--- src/tal_pkg.sv ---
// Shared constants for the temperature alert and critical output block.
package tal_pkg;

	// Register byte offsets on the AHB-Lite bus, one word each.
	localparam logic [7:0] TAL_OFS_CONFIG     = 8'h00;
	localparam logic [7:0] TAL_OFS_STATUS     = 8'h04;
	localparam logic [7:0] TAL_OFS_LOCAL_HIGH = 8'h08;
	localparam logic [7:0] TAL_OFS_REM_HIGH   = 8'h0C;
	localparam logic [7:0] TAL_OFS_REM_LOW    = 8'h10;
	localparam logic [7:0] TAL_OFS_CRIT_SET   = 8'h14;
	localparam logic [7:0] TAL_OFS_CRIT_HYST  = 8'h18;
	localparam logic [7:0] TAL_OFS_REM_TEMP   = 8'h1C;
	localparam logic [7:0] TAL_OFS_LOCAL_TEMP = 8'h20;
	localparam logic [7:0] TAL_OFS_FAULT      = 8'h24;
	localparam logic [7:0] TAL_OFS_LINES      = 8'h28;

	// Configuration register field positions.
	localparam int TAL_CFG_MASK     = 0;
	localparam int TAL_CFG_OVERRIDE = 1;
	localparam int TAL_CFG_COMP     = 2;
	localparam int TAL_CFG_ALERTCFG = 3;
	localparam int TAL_CFG_USF      = 4;
	localparam int TAL_CFG_FILTER   = 5;
	localparam int TAL_CFG_W        = 6;

	// Status register field positions.
	localparam int TAL_ST_FAULT = 0;
	localparam int TAL_ST_CRIT  = 1;
	localparam int TAL_ST_RLOW  = 3;
	localparam int TAL_ST_RHIGH = 4;
	localparam int TAL_ST_LHIGH = 6;
	localparam int TAL_ST_BUSY  = 7;

	// Reset values of the writable registers.
	localparam logic [TAL_CFG_W-1:0] TAL_RST_CONFIG = 6'h00;
	localparam logic [7:0]  TAL_RST_LOCAL_HIGH = 8'h46;
	localparam logic [15:0] TAL_RST_REM_HIGH   = 16'h4600;
	localparam logic [15:0] TAL_RST_REM_LOW    = 16'h0000;
	localparam logic [7:0]  TAL_RST_CRIT_SET   = 8'h55;
	localparam logic [7:0]  TAL_RST_CRIT_HYST  = 8'h0A;

	// SMBus addresses: alert response address and the fixed own address.
	localparam logic [6:0] TAL_ARA_ADDR = 7'h0C;
	localparam logic [6:0] TAL_OWN_ADDR = 7'h4C;

	// Reading limits in 1/32 degree units, and the low-bit mask without filter.
	localparam logic signed [13:0] TAL_S_MAX = 14'sh0FFF;
	localparam logic signed [13:0] TAL_S_MIN = 14'sh3000;
	localparam logic [15:0] TAL_NOFILT_MASK = 16'hFFE0;

	// SMBus slave states.
	typedef enum logic [2:0] {
		TAL_SMB_IDLE = 3'b000,
		TAL_SMB_ADDR = 3'b001,
		TAL_SMB_ACK  = 3'b010,
		TAL_SMB_SEND = 3'b011,
		TAL_SMB_DONE = 3'b100
	} tal_smb_state_t;

endpackage : tal_pkg

--- src/tal_alert.sv ---
// Design decisions made here: the placing of the registers and the AHB-Lite interface to the registers.
`timescale 1ns/100ps
`default_nettype none

module tal_alert
	import tal_pkg::*;
(
	input  wire logic               hclk,
	input  wire logic               hresetn,
	input  wire logic               hsel,
	input  wire logic [31:0]        haddr,
	input  wire logic [1:0]         htrans,
	input  wire logic               hwrite,
	input  wire logic [2:0]         hsize,
	input  wire logic [31:0]        hwdata,
	input  wire logic               hready,
	output logic      [31:0]        hrdata,
	output logic                    hreadyout,
	output logic                    hresp,
	input  wire logic               conv_done,
	input  wire logic               conv_busy,
	input  wire logic signed [13:0] remote_raw,
	input  wire logic [7:0]         local_temperature,
	input  wire logic               diode_short_vdd,
	input  wire logic               diode_open,
	input  wire logic               diode_short_gnd,
	input  wire logic               smb_clk_i,
	input  wire logic               smb_dat_i,
	output logic                    smb_dat_o,
	output logic                    smb_dat_oe,
	input  wire logic               alert_n_i,
	output logic                    alert_n_o,
	output logic                    alert_n_oe,
	input  wire logic               critical_temp_output_n_i,
	output logic                    critical_temp_output_n_o,
	output logic                    critical_temp_output_n_oe
);

	// Bus access state.
	logic        rd_pend_reg, rd_pend_next;   // Read data phase waiting.
	logic [7:0]  rd_addr_reg, rd_addr_next;   // Address of pending read.
	logic        wr_pend_reg, wr_pend_next;   // Write data phase pending.
	logic [7:0]  wr_addr_reg, wr_addr_next;   // Address of pending write.
	logic [31:0] hrdata_reg, hrdata_next;     // Registered read data.

	// Software-visible registers; the live limit conditions are internal.
	logic [TAL_CFG_W-1:0] cfg_reg, cfg_next;  // Configuration bits.
	logic [7:0]  lhigh_reg, lhigh_next;       // Local high setpoint.
	logic [15:0] rhigh_reg, rhigh_next;       // Remote high setpoint.
	logic [15:0] rlow_reg, rlow_next;         // Remote low setpoint.
	logic [7:0]  crit_set_reg, crit_set_next; // Critical setpoint.
	logic [7:0]  hyst_reg, hyst_next;         // Critical hysteresis.
	logic [15:0] rtemp_reg, rtemp_next;       // Remote reading word.
	logic [7:0]  ltemp_reg, ltemp_next;       // Local reading.
	logic [2:0]  fault_reg, fault_next;       // Diode fault kinds.
	logic [3:0]  sticky_reg, sticky_next;     // Sticky fault/low/high bits.
	logic [2:0]  cond_reg, cond_next;         // Live limit conditions.
	logic        crit_reg, crit_next;         // Critical status bit.

	// Synchronisers for the pins from outside the clock domain.
	logic [1:0]  scl_sync, sda_sync, aln_sync, crn_sync;
	logic        scl_d_reg, sda_d_reg;        // Previous synced levels.

	// SMBus slave state.
	tal_smb_state_t smb_reg, smb_next;
	logic [3:0]  bit_cnt_reg, bit_cnt_next;   // Bits moved in this byte.
	logic [7:0]  shift_reg, shift_next;       // Received or sent byte.
	logic        drive_reg, drive_next;       // Pull data line low.

	// Combinational helpers.
	logic        rd_accept, wr_accept, status_read, ara_won;
	logic        scl_rise, scl_fall, start_seen, stop_seen;
	logic        alert_active, alerting_bits;
	logic signed [13:0] clamped, rhigh_ext, rlow_ext;
	logic signed [9:0]  rint, crit_ext, crit_clr;

	// Open-drain pins only ever pull low.
	assign smb_dat_o                 = 1'b0;
	assign alert_n_o                 = 1'b0;
	assign critical_temp_output_n_o  = 1'b0;
	assign smb_dat_oe                = drive_reg;
	assign critical_temp_output_n_oe = crit_reg;
	assign hrdata                    = hrdata_reg;
	assign hreadyout                 = ~rd_pend_reg;
	assign hresp                     = 1'b0;

	// A transfer is taken in its address phase while the bus is ready.
	assign rd_accept   = hsel & htrans[1] & hready & ~hwrite;
	assign wr_accept   = hsel & htrans[1] & hready & hwrite;
	// The read side effect fires once, at the end of the wait state.
	assign status_read = rd_pend_reg & (rd_addr_reg == TAL_OFS_STATUS);

	// Bits that can pull the alert line: never busy or the diode fault.
	assign alerting_bits = |sticky_reg[3:1] | crit_reg;

	// Alert level: sticky bits in interrupt mode, live ones in comparator.
	always_comb begin
		if (cfg_reg[TAL_CFG_COMP]) begin
			alert_active = (|cond_reg) | crit_reg;
		end else begin
			alert_active = alerting_bits;
		end
		alert_n_oe = alert_active & ~cfg_reg[TAL_CFG_MASK];
	end

	// Remote reading forms and setpoint extensions; limits in 1/32 degree units, critical compare in whole degrees.
	always_comb begin
		if (cfg_reg[TAL_CFG_USF]) begin
			clamped = (remote_raw < 14'sd0) ? 14'sd0 : remote_raw;
		end else if (remote_raw > TAL_S_MAX) begin
			clamped = TAL_S_MAX;
		end else if (remote_raw < TAL_S_MIN) begin
			clamped = TAL_S_MIN;
		end else begin
			clamped = remote_raw;
		end
		if (cfg_reg[TAL_CFG_USF]) begin
			rhigh_ext = $signed({1'b0, rhigh_reg[15:3]});
			rlow_ext  = $signed({1'b0, rlow_reg[15:3]});
			crit_ext  = $signed({2'b00, crit_set_reg});
		end else begin
			rhigh_ext = $signed({rhigh_reg[15], rhigh_reg[15:3]});
			rlow_ext  = $signed({rlow_reg[15], rlow_reg[15:3]});
			crit_ext  = $signed({{2{crit_set_reg[7]}}, crit_set_reg});
		end
		rint     = $signed({remote_raw[13], remote_raw[13:5]});
		crit_clr = crit_ext - $signed({2'b00, hyst_reg});
	end

	// Bus front end: capture address phases, hold read data.
	always_comb begin
		rd_pend_next = rd_accept;
		rd_addr_next = rd_accept ? haddr[7:0] : rd_addr_reg;
		wr_pend_next = wr_accept;
		wr_addr_next = wr_accept ? haddr[7:0] : wr_addr_reg;
		hrdata_next  = hrdata_reg;
		// Read data is built in the wait state, after any earlier write.
		if (rd_pend_reg) begin
			case (rd_addr_reg)
				TAL_OFS_CONFIG:     hrdata_next = {26'h0, cfg_reg};
				TAL_OFS_STATUS:     hrdata_next = {24'h0, conv_busy,
					sticky_reg[3], 1'b0, sticky_reg[2], sticky_reg[1],
					1'b0, crit_reg, sticky_reg[0]};
				TAL_OFS_LOCAL_HIGH: hrdata_next = {24'h0, lhigh_reg};
				TAL_OFS_REM_HIGH:   hrdata_next = {16'h0, rhigh_reg};
				TAL_OFS_REM_LOW:    hrdata_next = {16'h0, rlow_reg};
				TAL_OFS_CRIT_SET:   hrdata_next = {24'h0, crit_set_reg};
				TAL_OFS_CRIT_HYST:  hrdata_next = {24'h0, hyst_reg};
				TAL_OFS_REM_TEMP:   hrdata_next = {16'h0, rtemp_reg};
				TAL_OFS_LOCAL_TEMP: hrdata_next = {24'h0, ltemp_reg};
				TAL_OFS_FAULT:      hrdata_next = {29'h0, fault_reg};
				TAL_OFS_LINES:      hrdata_next = {30'h0, crn_sync[1],
					aln_sync[1]};
				// Unmapped words read as zero with an OKAY answer.
				default:            hrdata_next = 32'h0000_0000;
			endcase
		end
	end

	// Register file, conversion results and alert bookkeeping.
	always_comb begin
		cfg_next      = cfg_reg;
		lhigh_next    = lhigh_reg;
		rhigh_next    = rhigh_reg;
		rlow_next     = rlow_reg;
		crit_set_next = crit_set_reg;
		hyst_next     = hyst_reg;
		rtemp_next    = rtemp_reg;
		ltemp_next    = ltemp_reg;
		fault_next    = fault_reg;
		sticky_next   = sticky_reg;
		cond_next     = cond_reg;
		crit_next     = crit_reg;
		// Software writes land in the write data phase.
		if (wr_pend_reg) begin
			case (wr_addr_reg)
				TAL_OFS_CONFIG:     cfg_next   = hwdata[TAL_CFG_W-1:0];
				TAL_OFS_LOCAL_HIGH: lhigh_next = hwdata[7:0];
				TAL_OFS_REM_HIGH:   rhigh_next = hwdata[15:0] & 16'hFFE0;
				TAL_OFS_REM_LOW:    rlow_next  = hwdata[15:0] & 16'hFFE0;
				TAL_OFS_CRIT_SET: begin
					if (cfg_reg[TAL_CFG_OVERRIDE]) begin
						crit_set_next = hwdata[7:0];
					end
				end
				TAL_OFS_CRIT_HYST:  hyst_next  = hwdata[7:0];
				// Read-only and unmapped words ignore writes.
				default: ;
			endcase
		end
		if (status_read) begin
			sticky_next = 4'h0;
		end
		if (status_read && !cfg_reg[TAL_CFG_COMP] && alerting_bits) begin
			cfg_next[TAL_CFG_MASK] = 1'b1;
		end
		if (ara_won) begin
			cfg_next[TAL_CFG_MASK] = 1'b1;
		end
		// End of conversion; setting wins over a read in the same cycle.
		if (conv_done) begin
			rtemp_next = {clamped[12:0], 3'b000};
			if (!cfg_reg[TAL_CFG_FILTER]) begin
				rtemp_next = {clamped[12:0], 3'b000} & TAL_NOFILT_MASK;
			end
			ltemp_next = local_temperature;
			fault_next = {diode_short_gnd, diode_open, diode_short_vdd};
			cond_next[2] = $signed(local_temperature) > $signed(lhigh_reg);
			cond_next[1] = remote_raw > rhigh_ext;
			cond_next[0] = remote_raw < rlow_ext;
			sticky_next  = sticky_next | {cond_next[2], cond_next[1],
				cond_next[0], |fault_next};
			if (rint > crit_ext) begin
				crit_next = 1'b1;
			end else if (rint <= crit_clr) begin
				crit_next = 1'b0;
			end
		end
	end

	// Edge and bus-condition detection on the synchronised SMBus lines.
	always_comb begin
		scl_rise   = scl_sync[1] & ~scl_d_reg;
		scl_fall   = ~scl_sync[1] & scl_d_reg;
		start_seen = scl_sync[1] & scl_d_reg & sda_d_reg & ~sda_sync[1];
		stop_seen  = scl_sync[1] & scl_d_reg & ~sda_d_reg & sda_sync[1];
	end

	// SMBus slave: answers the alert response address only.
	// clock only sampled
	always_comb begin
		smb_next     = smb_reg;
		bit_cnt_next = bit_cnt_reg;
		shift_next   = shift_reg;
		drive_next   = drive_reg;
		ara_won      = 1'b0;
		case (smb_reg)
			TAL_SMB_IDLE: begin
				drive_next = 1'b0;
			end
			TAL_SMB_ADDR: begin
				// Shift the address byte in on rising clock edges.
				if (scl_rise) begin
					shift_next   = {shift_reg[6:0], sda_sync[1]};
					bit_cnt_next = bit_cnt_reg + 4'd1;
				end else if (scl_fall && bit_cnt_reg == 4'd8) begin
					if (shift_reg == {TAL_ARA_ADDR, 1'b1} &&
					    alert_n_oe && !cfg_reg[TAL_CFG_ALERTCFG]) begin
						smb_next   = TAL_SMB_ACK;
						drive_next = 1'b1;
					end else begin
						smb_next = TAL_SMB_IDLE;
					end
				end
			end
			TAL_SMB_ACK: begin
				// After the acknowledge bit, put the first address bit on.
				if (scl_fall) begin
					shift_next   = {TAL_OWN_ADDR, 1'b1};
					bit_cnt_next = 4'd0;
					drive_next   = ~TAL_OWN_ADDR[6];
					smb_next     = TAL_SMB_SEND;
				end
			end
			TAL_SMB_SEND: begin
				if (scl_rise) begin
					if (shift_reg[7] && !sda_sync[1]) begin
						smb_next   = TAL_SMB_IDLE;
						drive_next = 1'b0;
					end else if (bit_cnt_reg == 4'd7) begin
						ara_won  = 1'b1;
						smb_next = TAL_SMB_DONE;
					end else begin
						bit_cnt_next = bit_cnt_reg + 4'd1;
					end
				end else if (scl_fall) begin
					// Next bit goes out while the clock is low.
					shift_next = {shift_reg[6:0], 1'b1};
					drive_next = ~shift_reg[6];
				end
			end
			TAL_SMB_DONE: begin
				// Release the line for the master's not-acknowledge.
				if (scl_fall) begin
					drive_next = 1'b0;
					smb_next   = TAL_SMB_IDLE;
				end
			end
			default: begin
				smb_next   = TAL_SMB_IDLE;
				drive_next = 1'b0;
			end
		endcase
		// A start restarts address reception from any point.
		if (start_seen) begin
			smb_next     = TAL_SMB_ADDR;
			bit_cnt_next = 4'd0;
			drive_next   = 1'b0;
		end else if (stop_seen) begin
			smb_next   = TAL_SMB_IDLE;
			drive_next = 1'b0;
		end
	end

	// Two flip-flop synchronisers; only the second stage is read.
	always_ff @(posedge hclk or negedge hresetn) begin
		if (!hresetn) begin
			scl_sync  <= 2'b11;
			sda_sync  <= 2'b11;
			aln_sync  <= 2'b11;
			crn_sync  <= 2'b11;
			scl_d_reg <= 1'b1;
			sda_d_reg <= 1'b1;
		end else begin
			scl_sync  <= {scl_sync[0], smb_clk_i};
			sda_sync  <= {sda_sync[0], smb_dat_i};
			aln_sync  <= {aln_sync[0], alert_n_i};
			crn_sync  <= {crn_sync[0], critical_temp_output_n_i};
			scl_d_reg <= scl_sync[1];
			sda_d_reg <= sda_sync[1];
		end
	end

	// Bus front end registers.
	always_ff @(posedge hclk or negedge hresetn) begin
		if (!hresetn) begin
			rd_pend_reg <= 1'b0;
			rd_addr_reg <= 8'h00;
			wr_pend_reg <= 1'b0;
			wr_addr_reg <= 8'h00;
			hrdata_reg  <= 32'h0000_0000;
		end else begin
			rd_pend_reg <= rd_pend_next;
			rd_addr_reg <= rd_addr_next;
			wr_pend_reg <= wr_pend_next;
			wr_addr_reg <= wr_addr_next;
			hrdata_reg  <= hrdata_next;
		end
	end

	// Register file registers.
	always_ff @(posedge hclk or negedge hresetn) begin
		if (!hresetn) begin
			cfg_reg      <= TAL_RST_CONFIG;
			lhigh_reg    <= TAL_RST_LOCAL_HIGH;
			rhigh_reg    <= TAL_RST_REM_HIGH;
			rlow_reg     <= TAL_RST_REM_LOW;
			crit_set_reg <= TAL_RST_CRIT_SET;
			hyst_reg     <= TAL_RST_CRIT_HYST;
			rtemp_reg    <= 16'h0000;
			ltemp_reg    <= 8'h00;
			fault_reg    <= 3'h0;
			sticky_reg   <= 4'h0;
			cond_reg     <= 3'h0;
			crit_reg     <= 1'b0;
		end else begin
			cfg_reg      <= cfg_next;
			lhigh_reg    <= lhigh_next;
			rhigh_reg    <= rhigh_next;
			rlow_reg     <= rlow_next;
			crit_set_reg <= crit_set_next;
			hyst_reg     <= hyst_next;
			rtemp_reg    <= rtemp_next;
			ltemp_reg    <= ltemp_next;
			fault_reg    <= fault_next;
			sticky_reg   <= sticky_next;
			cond_reg     <= cond_next;
			crit_reg     <= crit_next;
		end
	end

	// SMBus slave registers.
	always_ff @(posedge hclk or negedge hresetn) begin
		if (!hresetn) begin
			smb_reg     <= TAL_SMB_IDLE;
			bit_cnt_reg <= 4'h0;
			shift_reg   <= 8'h00;
			drive_reg   <= 1'b0;
		end else begin
			smb_reg     <= smb_next;
			bit_cnt_reg <= bit_cnt_next;
			shift_reg   <= shift_next;
			drive_reg   <= drive_next;
		end
	end

endmodule : tal_alert

`default_nettype wire

--- config.mk ---
export PLATFORM = sky130hd
export DESIGN_NAME = tal_alert
export DESIGN_NICKNAME = d
export VERILOG_FILES = /design/src/tal_pkg.sv /design/src/tal_alert.sv
export SDC_FILE = /design/constraint.sdc
export NUM_CORES = 1
export LEC_CHECK = 0
export BUFFER_PORTS_ARGS = -buffer_cell sky130_fd_sc_hd__buf_4
export CAP_MARGIN = 20
export CORE_ASPECT_RATIO = 1.4
export CORE_MARGIN = 5
export CORE_UTILIZATION = 40
export DETAILED_ROUTE_END_ITERATION = 10
export MAX_ROUTING_LAYER = met4
export PLACE_DENSITY = 0.68
export REMOVE_ABC_BUFFERS = 1
export SETUP_SLACK_MARGIN = 0.5
export SLEW_MARGIN = 30
export SYNTH_ARGS = -nofsm -noshare
export SYNTH_HDL_FRONTEND = slang
export SYNTH_SLANG_ARGS = --single-unit
--- constraint.sdc ---
create_clock -name hclk -period 2.75 [get_ports hclk]
set_input_delay 0.6875 -clock hclk [delete_from_list [all_inputs] [get_ports hclk]]
set_output_delay 0.6875 -clock hclk [all_outputs]
set_load 0.02 [all_outputs]
==> impl_metrics.json <==
{
  "vdd_drop_max_v": 0.000473,
  "dpl.cell_count": 1216,
  "die_w_um": 133,
  "synthCells": 881,
  "ys_seq_elements": 144,
  "post_synth_num_cell_types": 71,
  "clk_transition_reported_paths_ns": 0.06,
  "grt_antenna_before_repair": 0,
  "clk_latency_ns": 0.42,
  "max_slew_margin_pct": 64.4,
  "critical_path.startpoint_type": "register",
  "drt-pass1-iter-count": 6,
  "slew_viol_final": 0,
  "min_period_over_period_pct": 102,
  "flip_flop_count_of_the_largest_register_after_layout": 16,
  "cp-end-kind": "register",
  "ys_warn_count": 0,
  "maximum_single_stage_delay_on_the_critical_path_ns": 0.53,
  "failed_checks": "negative setup slack",
  "report.power.total_mw": 6.90,
  "power_density_nw_per_um2": 678,
  "comb_power_share_pct": 22.8,
  "finalSetupTns_ns": -0.0619,
  "detailedPlacementHpwl_um": 17300,
  "floorplan.initialDensity_pct": 40.7,
  "synth_enable_flop_cells": 0,
  "final_wirelength_um": 22800,
  "ioPinCount": 145,
  "layout.cells.most_common_list": "138 x nand2_1, 120 x dfrtp_1, 114 x buf_4, 74 x inv_1, 68 x o21ai_0",
  "grt_pass1_wl_um": 36400,
  "first_global_vias": 6760,
  "tot_gr_track_use_pct": 19.7,
  "power.clock.fraction_pct": 38.7,
  "postCtsHoldBufs": 0,
  "finalHoldWorstSlack_ns": 0.204,
  "fin_nets": 1154,
  "rows": 62,
  "power.switching_mw": 2.02,
  "critical_path.slowest_cell": "dfstp_2",
  "overflow": 0,
  "post_route_cells_drive_above_1_share_pct": 24.4,
  "syn-mean-instance-area_sq_um": 9.54,
  "share_seq_of_total_power_pct": 38.5,
  "synthDominantAreaCellType": "dfrtp_1",
  "diodes": 0,
  "static-leakage-power_nw": 4.76,
  "htree_levels": 4,
  "cts_max_path_buffers": 2,
  "worstPathCellList": "inv_2 -> ha_4 -> nor2b_1 -> o21ai_2 -> a21oi_2 -> or4b_1 -> o311a_1 -> ha_1 -> nand2_1 -> or2_4 -> o211ai_1 -> o21bai_1 -> nand3_1",
  "num_vias": 6846,
  "fmaxAchievable_ghz": 0.356,
  "tritoncts": "yes",
  "critical_path_required_ns": 3.06,
  "max_cap_violations": 0,
  "critPathKind": "register to register",
  "r2r_cells": 13,
  "yosysTopAreaCellShare_pct": 36.3,
  "floorplan.die_area_sq_um": 24100,
  "fin_worst_skew_ns": 0.00583,
  "core_region_area_sq_um": 20600,
  "port_buffers": 80,
  "synth_area_leaders": "dfrtp_1 36%, ha_1 9.4%, dfstp_2 6.9%, mux2_2 6.4%, nand2_1 6.2%",
  "cp_max_fo": 2,
  "tightestPinTransition_ns": 0.534,
  "clock_sinks": 144,
  "drt_iter0_markers": 520,
  "die_height_um": 182,
  "postSynth.asyncResetShare_pct": 100,
  "period_minus_slack_ns": 2.81,
  "layout-area-overhead-vs-synth_pct": 21.0,
  "route.detailed.drc": 0,
  "status": "finished with violations",
  "gp_congestion": 0.881,
  "min-delay-path-class": "primary input to asynchronous set/reset pin",
  "dominantRegCellSynth": "dfrtp_1",
  "finish.utilization_pct": 49.3,
  "wl_per_cell_um": 18.2,
  "swShare_pct": 29.3,
  "ff2ff_setup_slack_ns": -0.06,
  "synth_seq_area_share_pct": 43.2,
  "root_buffer": "clkbuf_16",
  "largest_net_degree_at_the_start_of_global_routing": 55,
  "layoutNonFillerInstCount": 1254,
  "cp_data_arrival_time_ns": 3.12,
  "finalWorstSetupSlack_ns": -0.0619,
  "final-hold-violation-count": 0,
  "final-setup-viol-count": 1,
  "synth_area_sq_um": 8410,
  "tritoncts.num_buffers": 17,
  "antenna_left": 0,
  "p_int_mw": 4.88,
  "rsz_0062_raised_after_global_routing": "true",
  "commonest_non_fill_non_tap_cell_in_the_layout": "nand2_1",
  "drt-vias-per-instance": 5.46
}
## path summary, 6_finish.rpt
check                             from                        end
hold / removal                 hresetn  critical_temp_output_n_oe
max in group asynchronous      hresetn               rhigh_reg[9]
hold reg to reg            sda_sync[0]                sda_sync[1]
setup reg to reg           hyst_reg[1]  critical_temp_output_n_oe
setup / recovery           hyst_reg[1]  critical_temp_output_n_oe
min in group hclk          sda_sync[0]                sda_sync[1]
## layout make-up
type                            count  area, sq um
Fill cell                        1911        10500
Multi-Input combinational cell    627         4350
Sequential cell                   144         3630
Timing Repair Buffer              117          898
Clock buffer                       22          474
Tap cell                          256          320
Inverter                           78          293
Clock inverter                     10          205
## logic make-up after synthesis
family / Yosys count / synth area share (%)
other: 1 / 0.0446
DFF: 144 / 43.2
buffers and inverters: 129 / 7.00
and+or+nand+nor: 275 / 16.0
muxes: 57 / 7.86
AOI/OAI and AO/OA: 202 / 15.4
xor gates and xnor gates: 7 / 0.729
adders and majority gates: 66 / 9.85
## worst max-delay path, delay by kind of cell, from the launching register on
kind | cells | cell delay [ns]
simple gates | 5 | 0.98
flops | 1 | 0.53
fa+ha+maj | 2 | 0.50
buf+inv | 1 | 0.05
compound gates | 5 | 0.63
## per-layer routing
| metal | wire, um | vias up | GRT usage [%] | part of all wire, % |
|---|---|---|---|---|
| met2 | 11500 | 213 | 33.0 | 51 |
| met5 | 0 | - | - | 0 |
| met3 | 1220 | 58 | 3.96 | 5.4 |
| li1 | - | 3285 | - | - |
| met4 | 1010 | 0 | 8.86 | 4.4 |
| met1 | 9060 | 3290 | 23.0 | 40 |
## stage by stage
stage / area (sq um) / setup slack [ns]
2_1_floorplan: 8180 / -0.172
3_3_place_gp: 9360 / -0.273
3_5_place_dp: 9360 / -0.309
4_1_cts: 10100 / -0.117
5_1_grt: 10200 / -0.247
6_report: 10200 / -0.0619
## power by group through the flow
| stage | registers (mW) | logic [mW] | clock network (mW) |
|---|---|---|---|
| 2_1_floorplan | 2.66 | 0.911 | 0 |
| 3_3_place_gp | 2.67 | 1.50 | 0 |
| 3_5_place_dp | 2.68 | 1.52 | 0 |
| 4_1_cts | 2.65 | 1.55 | 2.70 |
| 5_1_grt | 2.69 | 1.77 | 2.80 |
| 6_report | 2.66 | 1.57 | 2.67 |
## cells in the mapped netlist (7+ instances only)
library cell and n:
o22ai_1 7, nand2_1 138, nor4_1 8, nand3_1 19, buf_4 22, nand2b_1 14
nor2b_1 17, nand3b_1 7, mux2_2 48, o21ai_0 71, o2bb2ai_1 12, dfrtp_1 122
o211ai_1 14, inv_1 75, nand4_1 7, buf_2 11, ha_1 63, a21oi_1 30
a22oi_1 17, nor2_1 30, dfstp_2 22, clkbuf_1 16
## timing repair
| item | 4_1_cts | 5_1_grt |
|---|---|---|
| buffers inserted | 3 | 3 |
| gates cloned | 0 | 0 |
| endpoints found under the setup margin | 2 | 5 |
| pin swaps | 10 | 6 |
| resized for setup | 12 | 11 |
Power figures use the tool's default switching activity.
